**config.mk**
```make
export PLATFORM = sky130hd
export DESIGN_NAME = dpc_core
export DESIGN_NICKNAME = d
export VERILOG_FILES = /design/src/dpc_pkg.sv /design/src/dpc_qual_if.sv /design/src/dpc_core.sv /design/src/dpc_det_qual.sv
export SDC_FILE = /design/constraint.sdc
export NUM_CORES = 1
export LEC_CHECK = 0
export ABC_AREA = 1
export BUFFER_PORTS_ARGS = -buffer_cell sky130_fd_sc_hd__buf_2
export CELL_PAD_IN_SITES_DETAIL_PLACEMENT = 0
export CELL_PAD_IN_SITES_GLOBAL_PLACEMENT = 1
export CORE_MARGIN = 2
export CORE_UTILIZATION = 32
export CTS_BUF_LIST = sky130_fd_sc_hd__clkbuf_16
export CTS_CLUSTER_DIAMETER = 60
export CTS_CLUSTER_SIZE = 12
export DETAILED_ROUTE_END_ITERATION = 8
export PLACE_DENSITY = 0.82
export SYNTH_ARGS = -nofsm -noshare
export SYNTH_HDL_FRONTEND = slang
export SYNTH_SLANG_ARGS = --single-unit
```
**constraint.sdc**
```tcl
create_clock -name core_clk_i -period 2.19 [get_ports core_clk_i]
set_input_delay 0.1095 -clock core_clk_i [delete_from_list [all_inputs] [get_ports core_clk_i]]
set_output_delay 0.1095 -clock core_clk_i [all_outputs]
set_load 0.05 [all_outputs]
```
**src/dpc_pkg.sv**
```systemverilog
// Constants, register map and types for the tone transceiver power and host mode control.
// Assumes a 100 MHz core clock and APB with 32-bit data; no timescale in packages.
package dpc_pkg;

  // ==========================================================================
  // APB register byte offsets
  localparam logic [7:0] ADDR_CTRL   = 8'h00;
  localparam logic [7:0] ADDR_TXDIG  = 8'h04;
  localparam logic [7:0] ADDR_STATUS = 8'h08;
  localparam logic [7:0] ADDR_RXDIG  = 8'h0c;
  localparam logic [7:0] ADDR_CFG    = 8'h10;

  // ==========================================================================
  // Field positions
  localparam int CTRL_TGEN_BIT = 0;  // Progress-tone generator enable
  localparam int CTRL_DGEN_BIT = 1;  // Digit generator enable
  localparam int CTRL_DOEN_BIT = 2;  // Detector pin output enable
  localparam int ST_DIGIT_BIT  = 0;
  localparam int ST_TONE_BIT   = 1;
  localparam int ST_FAX_BIT    = 2;
  localparam int ST_PD_BIT     = 3;
  localparam int CFG_STRAP_BIT = 0;
  localparam int CFG_PD_BIT    = 1;

  // ==========================================================================
  // Reset values and host bus address codes
  localparam logic [3:0] CTRL_RST     = 4'h0;
  localparam logic [3:0] TXDIG_RST    = 4'h0;
  localparam logic       HB_ADDR_CTRL = 1'b1;  // Address high selects control/status

  // ==========================================================================
  // Detector lanes and qualification timing
  localparam int DET_DIGIT      = 0;
  localparam int DET_TONE       = 1;
  localparam int DET_FAX        = 2;
  localparam int NUM_DET        = 3;
  localparam int CLK_MHZ        = 100;
  localparam int QUAL_TIME_US   = 40;
  localparam int QUAL_CYCLES    = QUAL_TIME_US * CLK_MHZ;
  localparam int QUAL_CNT_W     = 12;

  // ==========================================================================
  // Power state, one-hot
  typedef enum logic [1:0] {
    PWR_DOWN = 2'b01,
    PWR_RUN  = 2'b10
  } dpc_pwr_type;

endpackage

```
**src/dpc_qual_if.sv**
```systemverilog
// Interface between the core and the detector qualification timers.
// Assumes both ends run on the same core clock.
`timescale 1ns/100ps
interface dpc_qual_if import dpc_pkg::*; ();
  logic [NUM_DET-1:0] raw;  // Unqualified detector levels
  logic [NUM_DET-1:0] clr;  // Timer reset, held during power-down
  logic [NUM_DET-1:0] det;  // Qualified detection

  modport core (output raw, output clr, input det);
  modport qual (input raw, input clr, output det);
endinterface

```
**src/dpc_core.sv**
```systemverilog
// Power-down and host mode control of a tone transceiver, top level.
// Assumes all pins synchronous to core_clk_i and an APB master for register access.
`timescale 1ns/100ps
module dpc_core
  import dpc_pkg::*;
(
  input  wire logic        core_clk_i,
  input  wire logic        rst_i,
  // APB slave
  input  wire logic        psel_i,
  input  wire logic        penable_i,
  input  wire logic        pwrite_i,
  input  wire logic [7:0]  paddr_i,
  input  wire logic [31:0] pwdata_i,
  output logic      [31:0] prdata_o,
  output logic             pready_o,
  output logic             pslverr_o,
  // Device pins
  input  wire logic        bus_style_strap_i,
  input  wire logic        power_down_in_i,
  input  wire logic        osc_clk_i,
  output logic             clock_buffer_out_o,
  input  wire logic        read_or_bus_clock_in_i,
  input  wire logic        write_or_direction_in_i,
  input  wire logic        chip_select_n_i,
  input  wire logic        addr_latch_or_addr_i,
  input  wire logic [3:0]  host_data_i,
  output logic      [3:0]  host_data_o,
  output logic             host_data_oe_o,
  // Analog front end
  input  wire logic        digit_raw_i,
  input  wire logic        tone_raw_i,
  input  wire logic        fax_raw_i,
  input  wire logic [3:0]  rx_digit_i,
  output logic             tone_gen_en_o,
  output logic             digit_gen_en_o,
  output logic      [3:0]  tx_digit_o,
  output logic             fax_detect_out_o,
  output logic             tone_detect_out_o
);

  // ==========================================================================
  // Helpers
  function automatic logic apb_hit(input logic [7:0] addr, input logic [7:0] off);
    apb_hit = (addr == off);
  endfunction

  dpc_qual_if  qif ();
  dpc_pwr_type pwr_q;
  logic [3:0]  control_reg_q, tx_digit_reg_q, rx_digit_q, hb_rdata_q;
  logic [31:0] prdata_q;
  logic        style_q, rd_prev_q, wr_prev_q, ale_prev_q, hb_addr_q, digit_prev_q;
  logic        fax_q, tone_q, tgen_q, dgen_q, clk_buf_q;

  // ==========================================================================
  // Power state; reset doubles as power-down so the device wakes cleared
  wire pd_w  = rst_i | power_down_in_i;
  wire run_w = (pwr_q == PWR_RUN);

  always_ff @(posedge core_clk_i) begin
    case (pwr_q)
      PWR_DOWN: pwr_q <= pd_w ? PWR_DOWN : PWR_RUN;
      PWR_RUN:  pwr_q <= pd_w ? PWR_DOWN : PWR_RUN;
      default:  pwr_q <= PWR_DOWN;
    endcase
  end

  // ==========================================================================
  // Host 4-bit bus decode; pin roles depend on the sampled strap
  wire hb_sel   = !chip_select_n_i;
  wire rd_fall  = rd_prev_q & !read_or_bus_clock_in_i;
  wire wr_rise  = !wr_prev_q & write_or_direction_in_i;
  wire ale_fall = ale_prev_q & !addr_latch_or_addr_i;
  wire hb_addr  = style_q ? hb_addr_q : addr_latch_or_addr_i;
  // Strobe style writes at end of write strobe; shared style at bus clock fall
  wire hb_wr    = hb_sel & !pd_w & (style_q ? wr_rise
                                            : (rd_fall & !write_or_direction_in_i));
  wire hb_drive = hb_sel & (style_q ? !read_or_bus_clock_in_i
                                    : (write_or_direction_in_i & read_or_bus_clock_in_i));
  wire hb_wr_ctrl  = hb_wr & (hb_addr == HB_ADDR_CTRL);
  wire hb_wr_txdig = hb_wr & (hb_addr != HB_ADDR_CTRL);

  // Strap is sampled every cycle; it is expected never to move
  always_ff @(posedge core_clk_i) begin
    if (rst_i) begin
      style_q    <= 1'b0;
      rd_prev_q  <= 1'b1;
      wr_prev_q  <= 1'b1;
      ale_prev_q <= 1'b0;
      hb_addr_q  <= 1'b0;
    end else begin
      style_q    <= bus_style_strap_i;
      rd_prev_q  <= read_or_bus_clock_in_i;
      wr_prev_q  <= write_or_direction_in_i;
      ale_prev_q <= addr_latch_or_addr_i;
      hb_addr_q  <= ale_fall ? host_data_i[0] : hb_addr_q;
    end
  end

  // ==========================================================================
  // APB decode: writes land on the access-phase edge, reads loaded at setup
  wire apb_setup  = psel_i & !penable_i;
  wire apb_access = psel_i & penable_i;
  wire apb_mapped = apb_hit(paddr_i, ADDR_CTRL) | apb_hit(paddr_i, ADDR_TXDIG)
                  | apb_hit(paddr_i, ADDR_STATUS) | apb_hit(paddr_i, ADDR_RXDIG)
                  | apb_hit(paddr_i, ADDR_CFG);
  wire apb_wr     = apb_access & pwrite_i & !pd_w;
  wire apb_wr_ctrl  = apb_wr & apb_hit(paddr_i, ADDR_CTRL);
  wire apb_wr_txdig = apb_wr & apb_hit(paddr_i, ADDR_TXDIG);

  // Status reads as no detection whenever powered down
  logic [3:0] status_w;
  assign status_w[ST_DIGIT_BIT] = !pd_w & qif.det[DET_DIGIT];
  assign status_w[ST_TONE_BIT]  = !pd_w & qif.det[DET_TONE];
  assign status_w[ST_FAX_BIT]   = !pd_w & qif.det[DET_FAX];
  assign status_w[ST_PD_BIT]    = pd_w;

  wire [31:0] cfg_w  = {30'h0, power_down_in_i, style_q};
  wire [31:0] rd_mux = apb_hit(paddr_i, ADDR_CTRL)   ? {28'h0, control_reg_q}  :
                       apb_hit(paddr_i, ADDR_TXDIG)  ? {28'h0, tx_digit_reg_q} :
                       apb_hit(paddr_i, ADDR_STATUS) ? {28'h0, status_w}       :
                       apb_hit(paddr_i, ADDR_RXDIG)  ? {28'h0, rx_digit_q}     :
                       apb_hit(paddr_i, ADDR_CFG)    ? cfg_w : 32'h0;

  assign pready_o  = apb_access;  // No wait states
  assign pslverr_o = apb_access & !apb_mapped;
  assign prdata_o  = prdata_q;

  always_ff @(posedge core_clk_i) begin
    if (rst_i) begin
      prdata_q <= 32'h0;
    end else if (apb_setup) begin
      prdata_q <= rd_mux;
    end
  end

  // ==========================================================================
  // Control and transmit-digit registers; host pins win over APB on collision
  always_ff @(posedge core_clk_i) begin
    if (pd_w) begin
      control_reg_q  <= CTRL_RST;
      tx_digit_reg_q <= TXDIG_RST;
    end else begin
      control_reg_q  <= hb_wr_ctrl  ? host_data_i :
                        apb_wr_ctrl ? pwdata_i[3:0] : control_reg_q;
      tx_digit_reg_q <= hb_wr_txdig  ? host_data_i :
                        apb_wr_txdig ? pwdata_i[3:0] : tx_digit_reg_q;
    end
  end

  // ==========================================================================
  // Detector qualification; timers held clear throughout power-down
  assign qif.raw = {fax_raw_i, tone_raw_i, digit_raw_i};
  assign qif.clr = {NUM_DET{pd_w}};

  dpc_det_qual u_qual (
    .core_clk_i (core_clk_i),
    .rst_i      (rst_i),
    .q          (qif.qual)
  );

  // Received digit captured on each new qualified digit
  wire digit_rise = qif.det[DET_DIGIT] & !digit_prev_q;

  // Generators have their own enables; fax and tone pins share the output enable bit, and no lane blocks another
  always_ff @(posedge core_clk_i) begin
    if (pd_w) begin
      rx_digit_q   <= 4'h0;
      digit_prev_q <= 1'b0;
      fax_q        <= 1'b0;
      tone_q       <= 1'b0;
      tgen_q       <= 1'b0;
      dgen_q       <= 1'b0;
    end else begin
      rx_digit_q   <= digit_rise ? rx_digit_i : rx_digit_q;
      digit_prev_q <= qif.det[DET_DIGIT];
      fax_q        <= qif.det[DET_FAX] & control_reg_q[CTRL_DOEN_BIT];
      tone_q       <= qif.det[DET_TONE] & control_reg_q[CTRL_DOEN_BIT];
      tgen_q       <= control_reg_q[CTRL_TGEN_BIT];
      dgen_q       <= control_reg_q[CTRL_DGEN_BIT];
    end
  end

  // Host read data
  always_ff @(posedge core_clk_i) begin
    if (rst_i) begin
      hb_rdata_q <= 4'h0;
    end else begin
      hb_rdata_q <= (hb_addr == HB_ADDR_CTRL) ? status_w : rx_digit_q;
    end
  end

  // Oscillator copy runs through reset so a chained device never loses its clock
  always_ff @(posedge core_clk_i) begin
    clk_buf_q <= osc_clk_i;
  end

  assign host_data_o        = hb_rdata_q;
  assign host_data_oe_o     = hb_drive;
  assign clock_buffer_out_o = clk_buf_q;
  assign fax_detect_out_o   = fax_q;
  assign tone_detect_out_o  = tone_q;
  assign tone_gen_en_o      = tgen_q;
  assign digit_gen_en_o     = dgen_q;
  assign tx_digit_o         = tx_digit_reg_q;
endmodule // dpc_core

```
**src/dpc_det_qual.sv**
```systemverilog
// Qualification timers, one lane per detector.
// Assumes raw levels are synchronous to core_clk_i.
`timescale 1ns/100ps
module dpc_det_qual
  import dpc_pkg::*;
(
  input  wire logic core_clk_i,
  input  wire logic rst_i,
  dpc_qual_if.qual  q
);

  // ==========================================================================
  // Per-lane counters: a lane reports only after its raw level held long enough
  genvar g;
  generate
    for (g = 0; g < NUM_DET; g++) begin : g_lane
      logic [QUAL_CNT_W-1:0] cnt_q;
      logic                  det_q;
      wire                   done_w = (cnt_q == QUAL_CNT_W'(QUAL_CYCLES));

      // Counter restarts on any dropout so glitches never qualify
      always_ff @(posedge core_clk_i) begin
        if (rst_i || q.clr[g] || !q.raw[g]) begin
          cnt_q <= '0;
          det_q <= 1'b0;
        end else begin
          cnt_q <= done_w ? cnt_q : cnt_q + 1'b1;
          det_q <= done_w;
        end
      end
      assign q.det[g] = det_q;

    end
  endgenerate
endmodule // dpc_det_qual

```
---- Word level (Yosys, flattened, before mapping) ----
Index checks and enable logic that the tools add are counted.
storage, ports and cells
  register bits ........................... 98
  bits in latches ......................... 0
  memory bits (writable) .................. 0
  memory bits (read-only) ................. 0
  output and inout port bits .............. 48
  memories kept ........................... 0
cells by class
  $add $sub $neg .......................... 3
  $mul .................................... 0
  div/mod/pow operators ................... 0
  magnitude comparators ................... 0
  equal/unequal tests ..................... 7
  shift-type cells ........................ 0
  muxes and demuxes ....................... 13
  bitwise operators ....................... 29
  reduce and logical (&&, ||, !) cells .... 19
operator list
  cell                                                  number
  adder 12 x 1 -> 12 bit (second input constant)        3
  equality test 12 bit (second input constant)          3
  2-to-1 mux 4 bit                                      9
  AND 1 bit                                             23
  equality test 8 x 4 -> 1 bit (second input constant)  2
  logical NOT 1 bit                                     12
  equality test 8 x 3 -> 1 bit (second input constant)  1
  equality test 8 x 5 -> 1 bit (second input constant)  1
  logical NOT 8 bit                                     1
  bitwise OR 1 bit                                      5
  logical OR 1 bit                                      4
  nonzero test 2 bit                                    2
  2-to-1 mux 1 bit                                      3
  2-to-1 mux 2 bit                                      1
  inverter 1 bit                                        1

---- Logic depth before layout (Yosys ltp) ----
Gate-level depths: netlist of the first run.
  word-level depth ........................ 7
  gate-level depth with buffers ........... 10
  gate-level depth less buffers ........... 9

---- Modules after synthesis ----
Synthesis of the first run repeated with hierarchy kept, for this count alone.
second synthesis, totals
  cells, all modules ...................... 567
  area, all modules ....................... 3878.7 µm²
modules (own cells, without submodules)
  module        instances  cells each  area each (µm²)  sequential area each (µm²)
  dpc_det_qual  1          309         2094.5           780.7
  dpc_core      1          258         1784.2           620.6

---- Worst setup path before layout of the first run ----
Ideal clock, no wire load.
  path kind ............................... flip-flop to output port
  start point ............................. register style_q
  end point ............................... output port host_data_oe_o
  data arrival time ....................... 1.641 ns
  setup slack ............................. 0.439 ns
  cell stages (with the launch flop) ...... 3
  cell sequence ........................... dfxtp_1 > a21oi_1 > a211oi_1
on the way
  longest elaborated chain between the ends .. 2
RTL lines
  what                    RTL line        RTL
  from (decl)             dpc_core.sv:52  logic style_q, rd_prev_q, wr_prev_q, ale_prev_q, hb_addr_q, digit_prev_q;
  from (signal assigned)  dpc_core.sv:92  style_q <= bus_style_strap_i;
  2-to-1 mux 1 bit        dpc_core.sv:78  wire hb_drive = hb_sel & (style_q ? !read_or_bus_clock_in_i
  AND 1 bit               dpc_core.sv:78
  to (decl)               dpc_core.sv:29  output logic host_data_oe_o,
No other way between the ends.

---- Worst setup path in the final report of the first run ----
Same ends and word-level chain as after synthesis.

==> results of run 1 <==
==> cells by family (layout without fill, tap and decap cells) <==
| logic type | Yosys count | after routing | share of synthesized area |
|---|---|---|---|
| AO/OA/AOI/OAI | 91 | 91 | 0.136 |
| XOR/XNOR | 2 | 2 | 0.00495 |
| adder cells (fa/ha/maj) | 6 | 6 | 0.0212 |
| buffers and inverters | 105 | 145 | 0.146 |
| flip-flops | 70 | 70 | 0.396 |
| other | 1 | 28 | 0.00106 |
| AND/OR/NAND/NOR | 215 | 215 | 0.294 |
==> routing by layer <==
layer  GRT usage  vias up
li1            -     1667
met1       0.171     1426
met2       0.228       77
met3      0.0329       12
met4      0.0687        0
met5           0        -
==> sequential cells by signal (all words and copies together) (netlist names) <==
name                 flops
tone_gen_en_o            1
style_q                  1
tone_detect_out_o        1
host_data_o              4
u_qual.g_lane.cnt_q     36
digit_gen_en_o           1
prdata_o                 4
rd_prev_q                1
fax_detect_out_o         1
u_qual.g_lane.det_q      3
tx_digit_o               4
digit_prev_q             1
hb_addr_q                1
clock_buffer_out_o       1
wr_prev_q                1
ale_prev_q               1
control_reg_q            4
rx_digit_q               4
==> timing repair <==
item	CTS	global route
hold buffers	2	0
resized for setup	0	0
hold endpoints to repair	2	0
==> power breakdown <==
part	internal, uW	switching (uW)
clock network	862	523
logic	62.0	239
registers	1290	10.1
total	2210	772
==> critical path: stages (launching register included) <==
cell      delay, ns
dfxtp_1        0.53
a21oi_1        0.07
a211oi_1       0.18
buf_2          0.30
==> final cells by class <==
| cell class | count | area share |
|---|---|---|
| Tap cell | 140 | 0.0422 |
| Timing Repair Buffer | 57 | 0.0717 |
| Clock inverter | 5 | 0.0127 |
| Inverter | 74 | 0.0678 |
| Clock buffer | 9 | 0.0542 |
| Multi-Input combinational cell | 342 | 0.414 |
| Sequential cell | 70 | 0.337 |
==> synthesized netlist by cell type, drive strengths merged <==
cell    instances
dfxtp          70
nor2           55
nand3          38
conb            1
o31ai           1
buf            31
and3            2
a211oi          3
inv            73
o21ai          36
or2             8
nor4            2
a21oi          48
xor2            2
nor3           11
nor3b           2
a311oi          1
a221oi          1
nand3b          1
ha              6
nand2          83
nand4          13
o21bai          1
clkinv          1
==> final timing paths <==
path                                         to  slack (ns)  cells after the start
setup / recovery                 host_data_oe_o        0.68                      3
hold / removal    control_reg_q[0]$_SDFFE_PP0P_        0.03                      3
setup reg to reg  control_reg_q[3]$_SDFFE_PP0P_        0.69                      6
hold reg to reg          hb_addr_q$_SDFFE_PP0P_        0.46                      1
==> through the flow <==
stage               hold slack [ns]  worst slack [ns]
finish                       0.0300             0.679
global route                 0.0298             0.489
CTS                          0.0216             0.668
detailed placement            0.214             0.693
global placement              0.211             0.710
floorplan                     0.137             0.439
==> impl_metrics.ini, run 1 <==
[clocking]
cts-root-buf = clkbuf_16
max-clock-path-buffers = 2
insertion_delay_ns = 0.32
htree_num_levels = 3
cts_tree = yes
path_clk_slew_ns = 0.06
cts_sinks = 70
cts_setup_buffers = 0
numCtsBuffers = 9

[critical_path]
critical_path_class = flop to output pin
cp_max_fo = 7
cp-startpoint = style_q$_SDFF_PP0_
worstReg2RegStart = style_q$_SDFF_PP0_
worst_setup_path_end_kind = output pin
cp.required_ns = 2.08
cp.arrival_ns = 1.40
cp-start-kind = flop

[pwr]
leakage_uw = 0.00169
report.power.total_uw = 2980
powerDensity_nw_per_um2 = 719
ir_drop_v = 0.000281

[finish]
regArea_sq_um = 1400
final_area_sq_um = 4150
diodes = 0
post-route-util = 0.385
final_cell_mix = nand2_1 (77), dfxtp_1 (70), inv_1 (57)
multi_input_area_sq_um = 1720
syn_to_final_growth_pct = 17.4
fillers = 1126
fin_nets = 623
fin_cells = 697
drive_above_1_share = 0.196
final_common_cell = nand2_1

[placed_design]
port_buffers = 54
gp_congestion = 0.850
detailed_place_hpwl_microns = 6300
dp.cells = 681
post_dp_cell_area_sq_um = 3860

[logic_synthesis]
ys_seq_area_frac = 0.396
synth_cell_types = 37
synth_top_area_frac = 0.396
ys_top_cells_by_area = dfxtp_1 (40%), nand2_1 (8.2%), a21oi_1 (6.8%), buf_4 (6.4%), inv_1 (6.0%)
synth_top_cell_by_area = dfxtp_1
synth_cells = 490
yosysWarnings = 0
ys_seq_elements = 70
synth.avg_cell_area_sq_um = 7.22
syn_area_sq_um = 3540

[sta]
timing_max_transition_violations_final = 0
rsz0062_at_grt = no
min_period_over_period = 0.690
skew_ns = 0.00684
finalHoldViolations = 0
finalSetupTns_ns = 0
min_period_ns = 1.51
max_freq_ghz = 0.662
setup_viol = 0

[floorplan]
fp-row-count = 38
die_h_microns = 109
initial_core_util = 0.328
coreArea_sq_um = 10800
dieArea_sq_um = 11900
die_w_microns = 109
io_pins = 111

[drt]
top_layer_used = met4
wl_met1_microns = 3810
route.detailed.drc = 0
wl_met2_microns = 3710
wl_met3_microns = 315
vias_per_cell = 4.57
wl_per_cell_microns = 11.5
num_vias = 3182
wirelength_microns = 8020
first_pass_iters = 4
ant_nets = 0
drt_iter0_drc = 136

[run_status]
status = finished, final reports clean

[global_routing]
overflow = 0
grt_max_degree = 13
grt_pass1_vias = 2936
grt_pass1_wl_microns = 12900
antenna_found_initial = 0
grt_usage = 0.139

[worst_hold_path]
hold_start = host_data_i[0]
hp-class = primary input to flop

[job]
cap_violations = 0
Power figures use the tool's default switching activity.
==> inputs of run 2 (changes only) <==
Clock period 2.19 ns to 1.4 ns, I/O delays scaled along.
==> run 2 against run 1 <==
Against the previous run:
- combinational power up 70%
- highest routed layer unchanged
- sequential power up 56%
- clock skew shrank 0.0031 ns
- global-route usage increased by 0.66 points
- power grew 60%
- critical path type is now flop to flop
- routed wire length increased by 5.4%
==> impl_metrics.ini, run 2 (synthesis results as in run 1) <==
[floorplan]
initial_core_util = 0.328
die_w_microns = 109
dieArea_sq_um = 11900
io_pins = 111
coreArea_sq_um = 10800
die_h_microns = 109
fp-row-count = 38

[sta]
postLayoutSetupSlackWorst_ns = 0.0362
rsz0062_at_grt = yes
min_period_ns = 1.36
setup_viol = 0
skew_ns = 0.00376
whs_ns = 0.0183
min_period_over_period = 0.974
timing_max_transition_violations_final = 0
finalHoldViolations = 0
max_freq_ghz = 0.733

[run_status]
status = finished, final reports clean

[job]
cap_violations = 0

[drt]
drt_iter0_drc = 110
vias_per_cell = 4.58
first_pass_iters = 4
num_vias = 3314
wirelength_microns = 8450
wl_per_cell_microns = 11.7
ant_nets = 0
route.detailed.drc = 0

[clocking]
numCtsBuffers = 9
htree_num_levels = 3
insertion_delay_ns = 0.34
path_clk_slew_ns = 0.06
cts_tree = yes
cts-root-buf = clkbuf_16
max-clock-path-buffers = 2
cts_sinks = 70

[finish]
fillers = 1129
final_area_sq_um = 4500
drive_above_1_share = 0.259
final_common_cell = nand2_1
fin_nets = 647
largest_reg_flops = 36
post-route-util = 0.417
syn_to_final_growth_pct = 27.1
largest_register = u_qual.g_lane.cnt_q
final_cell_mix = nand2_1 (74), dfxtp_1 (62), inv_1 (55)
diodes = 0

[critical_path]
cp-start-kind = flop
critical_path_class = flop to flop
cp_max_fo = 4
cp.arrival_ns = 1.64
cp.required_ns = 1.67
worst_setup_path_end_kind = flop

[global_routing]
grt_pass1_vias = 3059
overflow = 0
antenna_found_initial = 0
grt_usage = 0.146
grt_pass1_wl_microns = 13400
grt_max_degree = 13

[pwr]
leakage_uw = 0.00184
powerDensity_nw_per_um2 = 1060
report.power.total_uw = 4780
ir_drop_v = 0.000532

[placed_design]
gp_congestion = 0.818
port_buffers = 54
place_ws_ns = -0.0283
detailed_place_hpwl_microns = 6440
post_dp_cell_area_sq_um = 4000

[worst_hold_path]
hp-class = primary input to flop
## run 2: changes by cell type in the layout (fill, tap and decap cells not counted), sizes merged
cell	previous run	this run
dlygate4sd3	2	7
clkinvlp	1	3
buf	55	74
## run 2: critical path, stage by stage, from the launching register on
cell and delay (ns):
dfxtp_4 0.37, ha_4 0.14, nand2_2 0.05, inv_2 0.05, nand4_1 0.13, nor2_1 0.16, inv_1 0.06, or2_1 0.22
a21oi_1 0.12
## run 2: repair_timing
item,4_1_cts,5_1_grt
hold endpoints to repair,7,0
resized for setup,6,29
setup buffers,0,3
pin swaps,3,16
setup endpoints to repair,3,21
hold buffers,7,0
## run 2: metal layers
metal,part of all wire,GRT usage,wire length (microns),vias to the layer above
li1,-,-,-,1717
met5,0,0,0,-
met3,0.056,0.0359,474,16
met4,0.023,0.0769,195,0
met2,0.46,0.238,3890,80
met1,0.46,0.177,3890,1501
## run 2: final cells by class
| cell class | instances | area [sq um] | area share |
|---|---|---|---|
| Sequential cell | 70 | 1420 | 0.316 |
| Tap cell | 140 | 175 | 0.0390 |
| Clock buffer | 9 | 225 | 0.0501 |
| Multi-Input combinational cell | 342 | 1830 | 0.407 |
| Clock inverter | 7 | 65.1 | 0.0145 |
| Inverter | 74 | 282 | 0.0626 |
| Timing Repair Buffer | 81 | 502 | 0.112 |
## run 2: power by group
part	switching, uW	total [uW]	internal (uW)
Combinational	388	513	126
Sequential	17.2	2030	2010
Clock	877	2240	1360
## run 2: final timing paths
kind                                           from                                     end  slack [ns]  cells past startpoint
min reg2reg           control_reg_q[1]$_SDFFE_PP0P_               digit_gen_en_o$_SDFF_PP0_        0.46                      2
max          u_qual.g_lane[0].cnt_q[1]$_SDFFE_PP0N_  u_qual.g_lane[0].cnt_q[8]$_SDFFE_PP0N_        0.04                      8
max reg2reg  u_qual.g_lane[0].cnt_q[1]$_SDFFE_PP0N_  u_qual.g_lane[0].cnt_q[8]$_SDFFE_PP0N_        0.04                      8
min                                   rx_digit_i[1]              rx_digit_q[1]$_SDFFE_PP0P_        0.02                      3
## run 2: through the flow
step           setup TNS (ns)  std cells
6_report                    0        723
3_3_place_gp                0        699
4_1_cts                     0        722
2_1_floorplan               0        517
3_5_place_dp          -0.0283        699
5_1_grt                -0.323        723
==> inputs of run 3 (changes only) <==
Settings changed: ABC_AREA 1 to unset, PLACE_DENSITY 0.82 to 0.79.
==> run 3 against run 2 <==
Against the previous run:
- the run now ends with setup timing left
- sequential share of layout area is 0.65 points higher
- clock skew up 0.0033 ns
- final area is 2.3% lower
- power up 1.4%
- area after synthesis is 1.7% lower
- worst setup slack got worse by 0.037 ns
- routed wire length is 6.3% lower
- hold slack lost 0.013 ns
- die area shrank 1.7%
- flip-flop and latch count did not move
- largest cell class unchanged
==> impl_metrics.ini, run 3 <==
[placed_design]
place_ws_ns = -0.00501
port_buffers = 54
detailed_place_hpwl_microns = 5780
post_dp_cell_area_sq_um = 3900
gp_congestion = 0.809

[finish]
largest_reg_flops = 36
final_cell_mix = dfxtp_1 (63), buf_2 (53), nor2_1 (38)
syn_to_final_growth_pct = 26.3
largest_register = u_qual.g_lane.cnt_q
final_area_sq_um = 4390
fin_nets = 537
final_common_cell = dfxtp_1
drive_above_1_share = 0.288
fillers = 1067

[global_routing]
grt_usage = 0.131
antenna_found_initial = 1
grt_max_degree = 14
grt_pass1_vias = 2655
met2_usage = 0.215
grtUsageMet3 = 0.0398
overflow = 0
gr-usage-met1 = 0.158
grt.busiest_layer = met2
grt_pass1_wl_microns = 12100

[critical_path]
cp_max_fo = 6
rrSetupSlack_ns = -0.0007
cp-start-kind = flop
critical_path_class = flop to flop
cp.required_ns = 1.59
worst_setup_path_end_kind = flop
cp.arrival_ns = 1.59

[clocking]
insertion_delay_ns = 0.33
cts-root-buf = clkbuf_16
cts_tree = yes
numCtsBuffers = 9
cts_sinks = 70
path_clk_slew_ns = 0.06
max-clock-path-buffers = 2
htree_num_levels = 3

[floorplan]
initial_core_util = 0.325
die_w_microns = 108
die_h_microns = 108
coreArea_sq_um = 10700
fp-row-count = 38
io_pins = 111
dieArea_sq_um = 11700

[sta]
rsz0062_at_grt = yes
skew_ns = 0.00704
setup_viol = 1
postLayoutSetupSlackWorst_ns = -0.000750
min_period_ns = 1.40
max_freq_ghz = 0.714
timing_max_transition_violations_final = 0
min_period_over_period = 1.00
finalHoldViolations = 0
finalSetupTns_ns = -0.000750
whs_ns = 0.00552

[drt]
num_vias = 2879
vias_per_cell = 4.70
wirelength_microns = 7920
ant_nets = 0
first_pass_iters = 4
drt_iter0_drc = 100
wl_per_cell_microns = 12.9
route.detailed.drc = 0

[logic_synthesis]
yosys.cell_count.top_type = dfxtp_1
async_reset_ff_frac = 0
synth_cells = 392
syn_area_sq_um = 3480
synthTopCellsByCount = dfxtp_1 (70), nor2_1 (39), nand2_1 (32), buf_4 (28), a21oi_1 (20)
ys_seq_area_frac = 0.403
ys_seq_elements = 70
yosysWarnings = 0
synth-main-ff-cell = dfxtp_1
synth.avg_cell_area_sq_um = 8.87
synth_edf_count = 0
synth_top_area_frac = 0.403
ys_top_cells_by_area = dfxtp_1 (40%), buf_4 (6.0%), nor2_1 (4.2%), nand2_1 (3.5%), xor2_1 (3.3%)
synth_cell_types = 54
synth_top_cell_by_area = dfxtp_1

[pwr]
ir_drop_v = 0.000675
leakage_uw = 0.00169
powerDensity_nw_per_um2 = 1100

[run_status]
status = finished with violations
violations = setup timing

[job]
cap_violations = 0

[worst_hold_path]
hp-class = primary input to flop
run 3: worst max-delay path, stage by stage (launching register included):
cell and delay (ns):
dfxtp_2 0.34, or3_4 0.37, or3_4 0.40, nand3b_1 0.09, a21oi_1 0.06
run 3: repair_timing:
action | CTS | global route
hold endpoints to repair | 3 | 0
hold buffers | 3 | 0
pin swaps | 0 | 13
endpoints found under the setup margin | 5 | 18
setup buffers | 0 | 4
resized for setup | 6 | 29
run 3: layer usage:
metal  wire length, microns  vias up
li1                       -     1473
met1                   3550     1334
met2                   3750       61
met3                    441       11
met4                    181        0
met5                      0        -
run 3: final timing paths:
| path | to | cells past startpoint | start |
|---|---|---|---|
| setup / recovery | u_qual.g_lane[0].cnt_q[2]$_SDFFE_PP0N_ | 4 | u_qual.g_lane[0].cnt_q[2]$_SDFFE_PP0N_ |
| hold / removal | rx_digit_q[0]$_SDFFE_PP0P_ | 3 | rx_digit_i[0] |
| setup reg to reg | u_qual.g_lane[0].cnt_q[2]$_SDFFE_PP0N_ | 4 | u_qual.g_lane[0].cnt_q[2]$_SDFFE_PP0N_ |
| hold reg to reg | prdata_o[2]$_SDFFE_PP0P_ | 2 | prdata_o[2]$_SDFFE_PP0P_ |
run 3: kinds of logic (layout without fill, tap and decap cells):
| group | Yosys count | in the layout | share of synthesized area |
|---|---|---|---|
| flip-flops | 70 | 70 | 0.403 |
| AO/OA/AOI/OAI | 55 | 55 | 0.100 |
| adder cells (fa/ha/maj) | 6 | 6 | 0.0216 |
| XOR/XNOR | 25 | 25 | 0.0630 |
| AND/OR/NAND/NOR | 168 | 168 | 0.276 |
| multiplexers | 15 | 15 | 0.0446 |
| other | 1 | 29 | 0.00108 |
| buffers and inverters | 52 | 105 | 0.0903 |
run 3: where the power goes:
group          switching (uW)  internal [uW]
Sequential               12.9           2010
Combinational             355            135
Clock                     805           1530
run 3: layout make-up:
class,count,area (sq um),share of cell area
diodes,1,2.50,0.000570
multi-input cells,297,1990,0.452
clock inverters,6,78.8,0.0179
repair buffers,78,464,0.106
flip-flops and latches,70,1420,0.322
well taps,140,175,0.0399
inverters,12,45.0,0.0103
clock buffers,9,225,0.0513
run 3: per-stage QoR:
step	total power [uW]	instances	utilization
floorplan	2470	419	-
global placement	2530	590	0.364
detailed placement	2530	590	0.364
CTS	4880	608	0.397
global route	5020	612	0.410
finish	4850	613	0.411
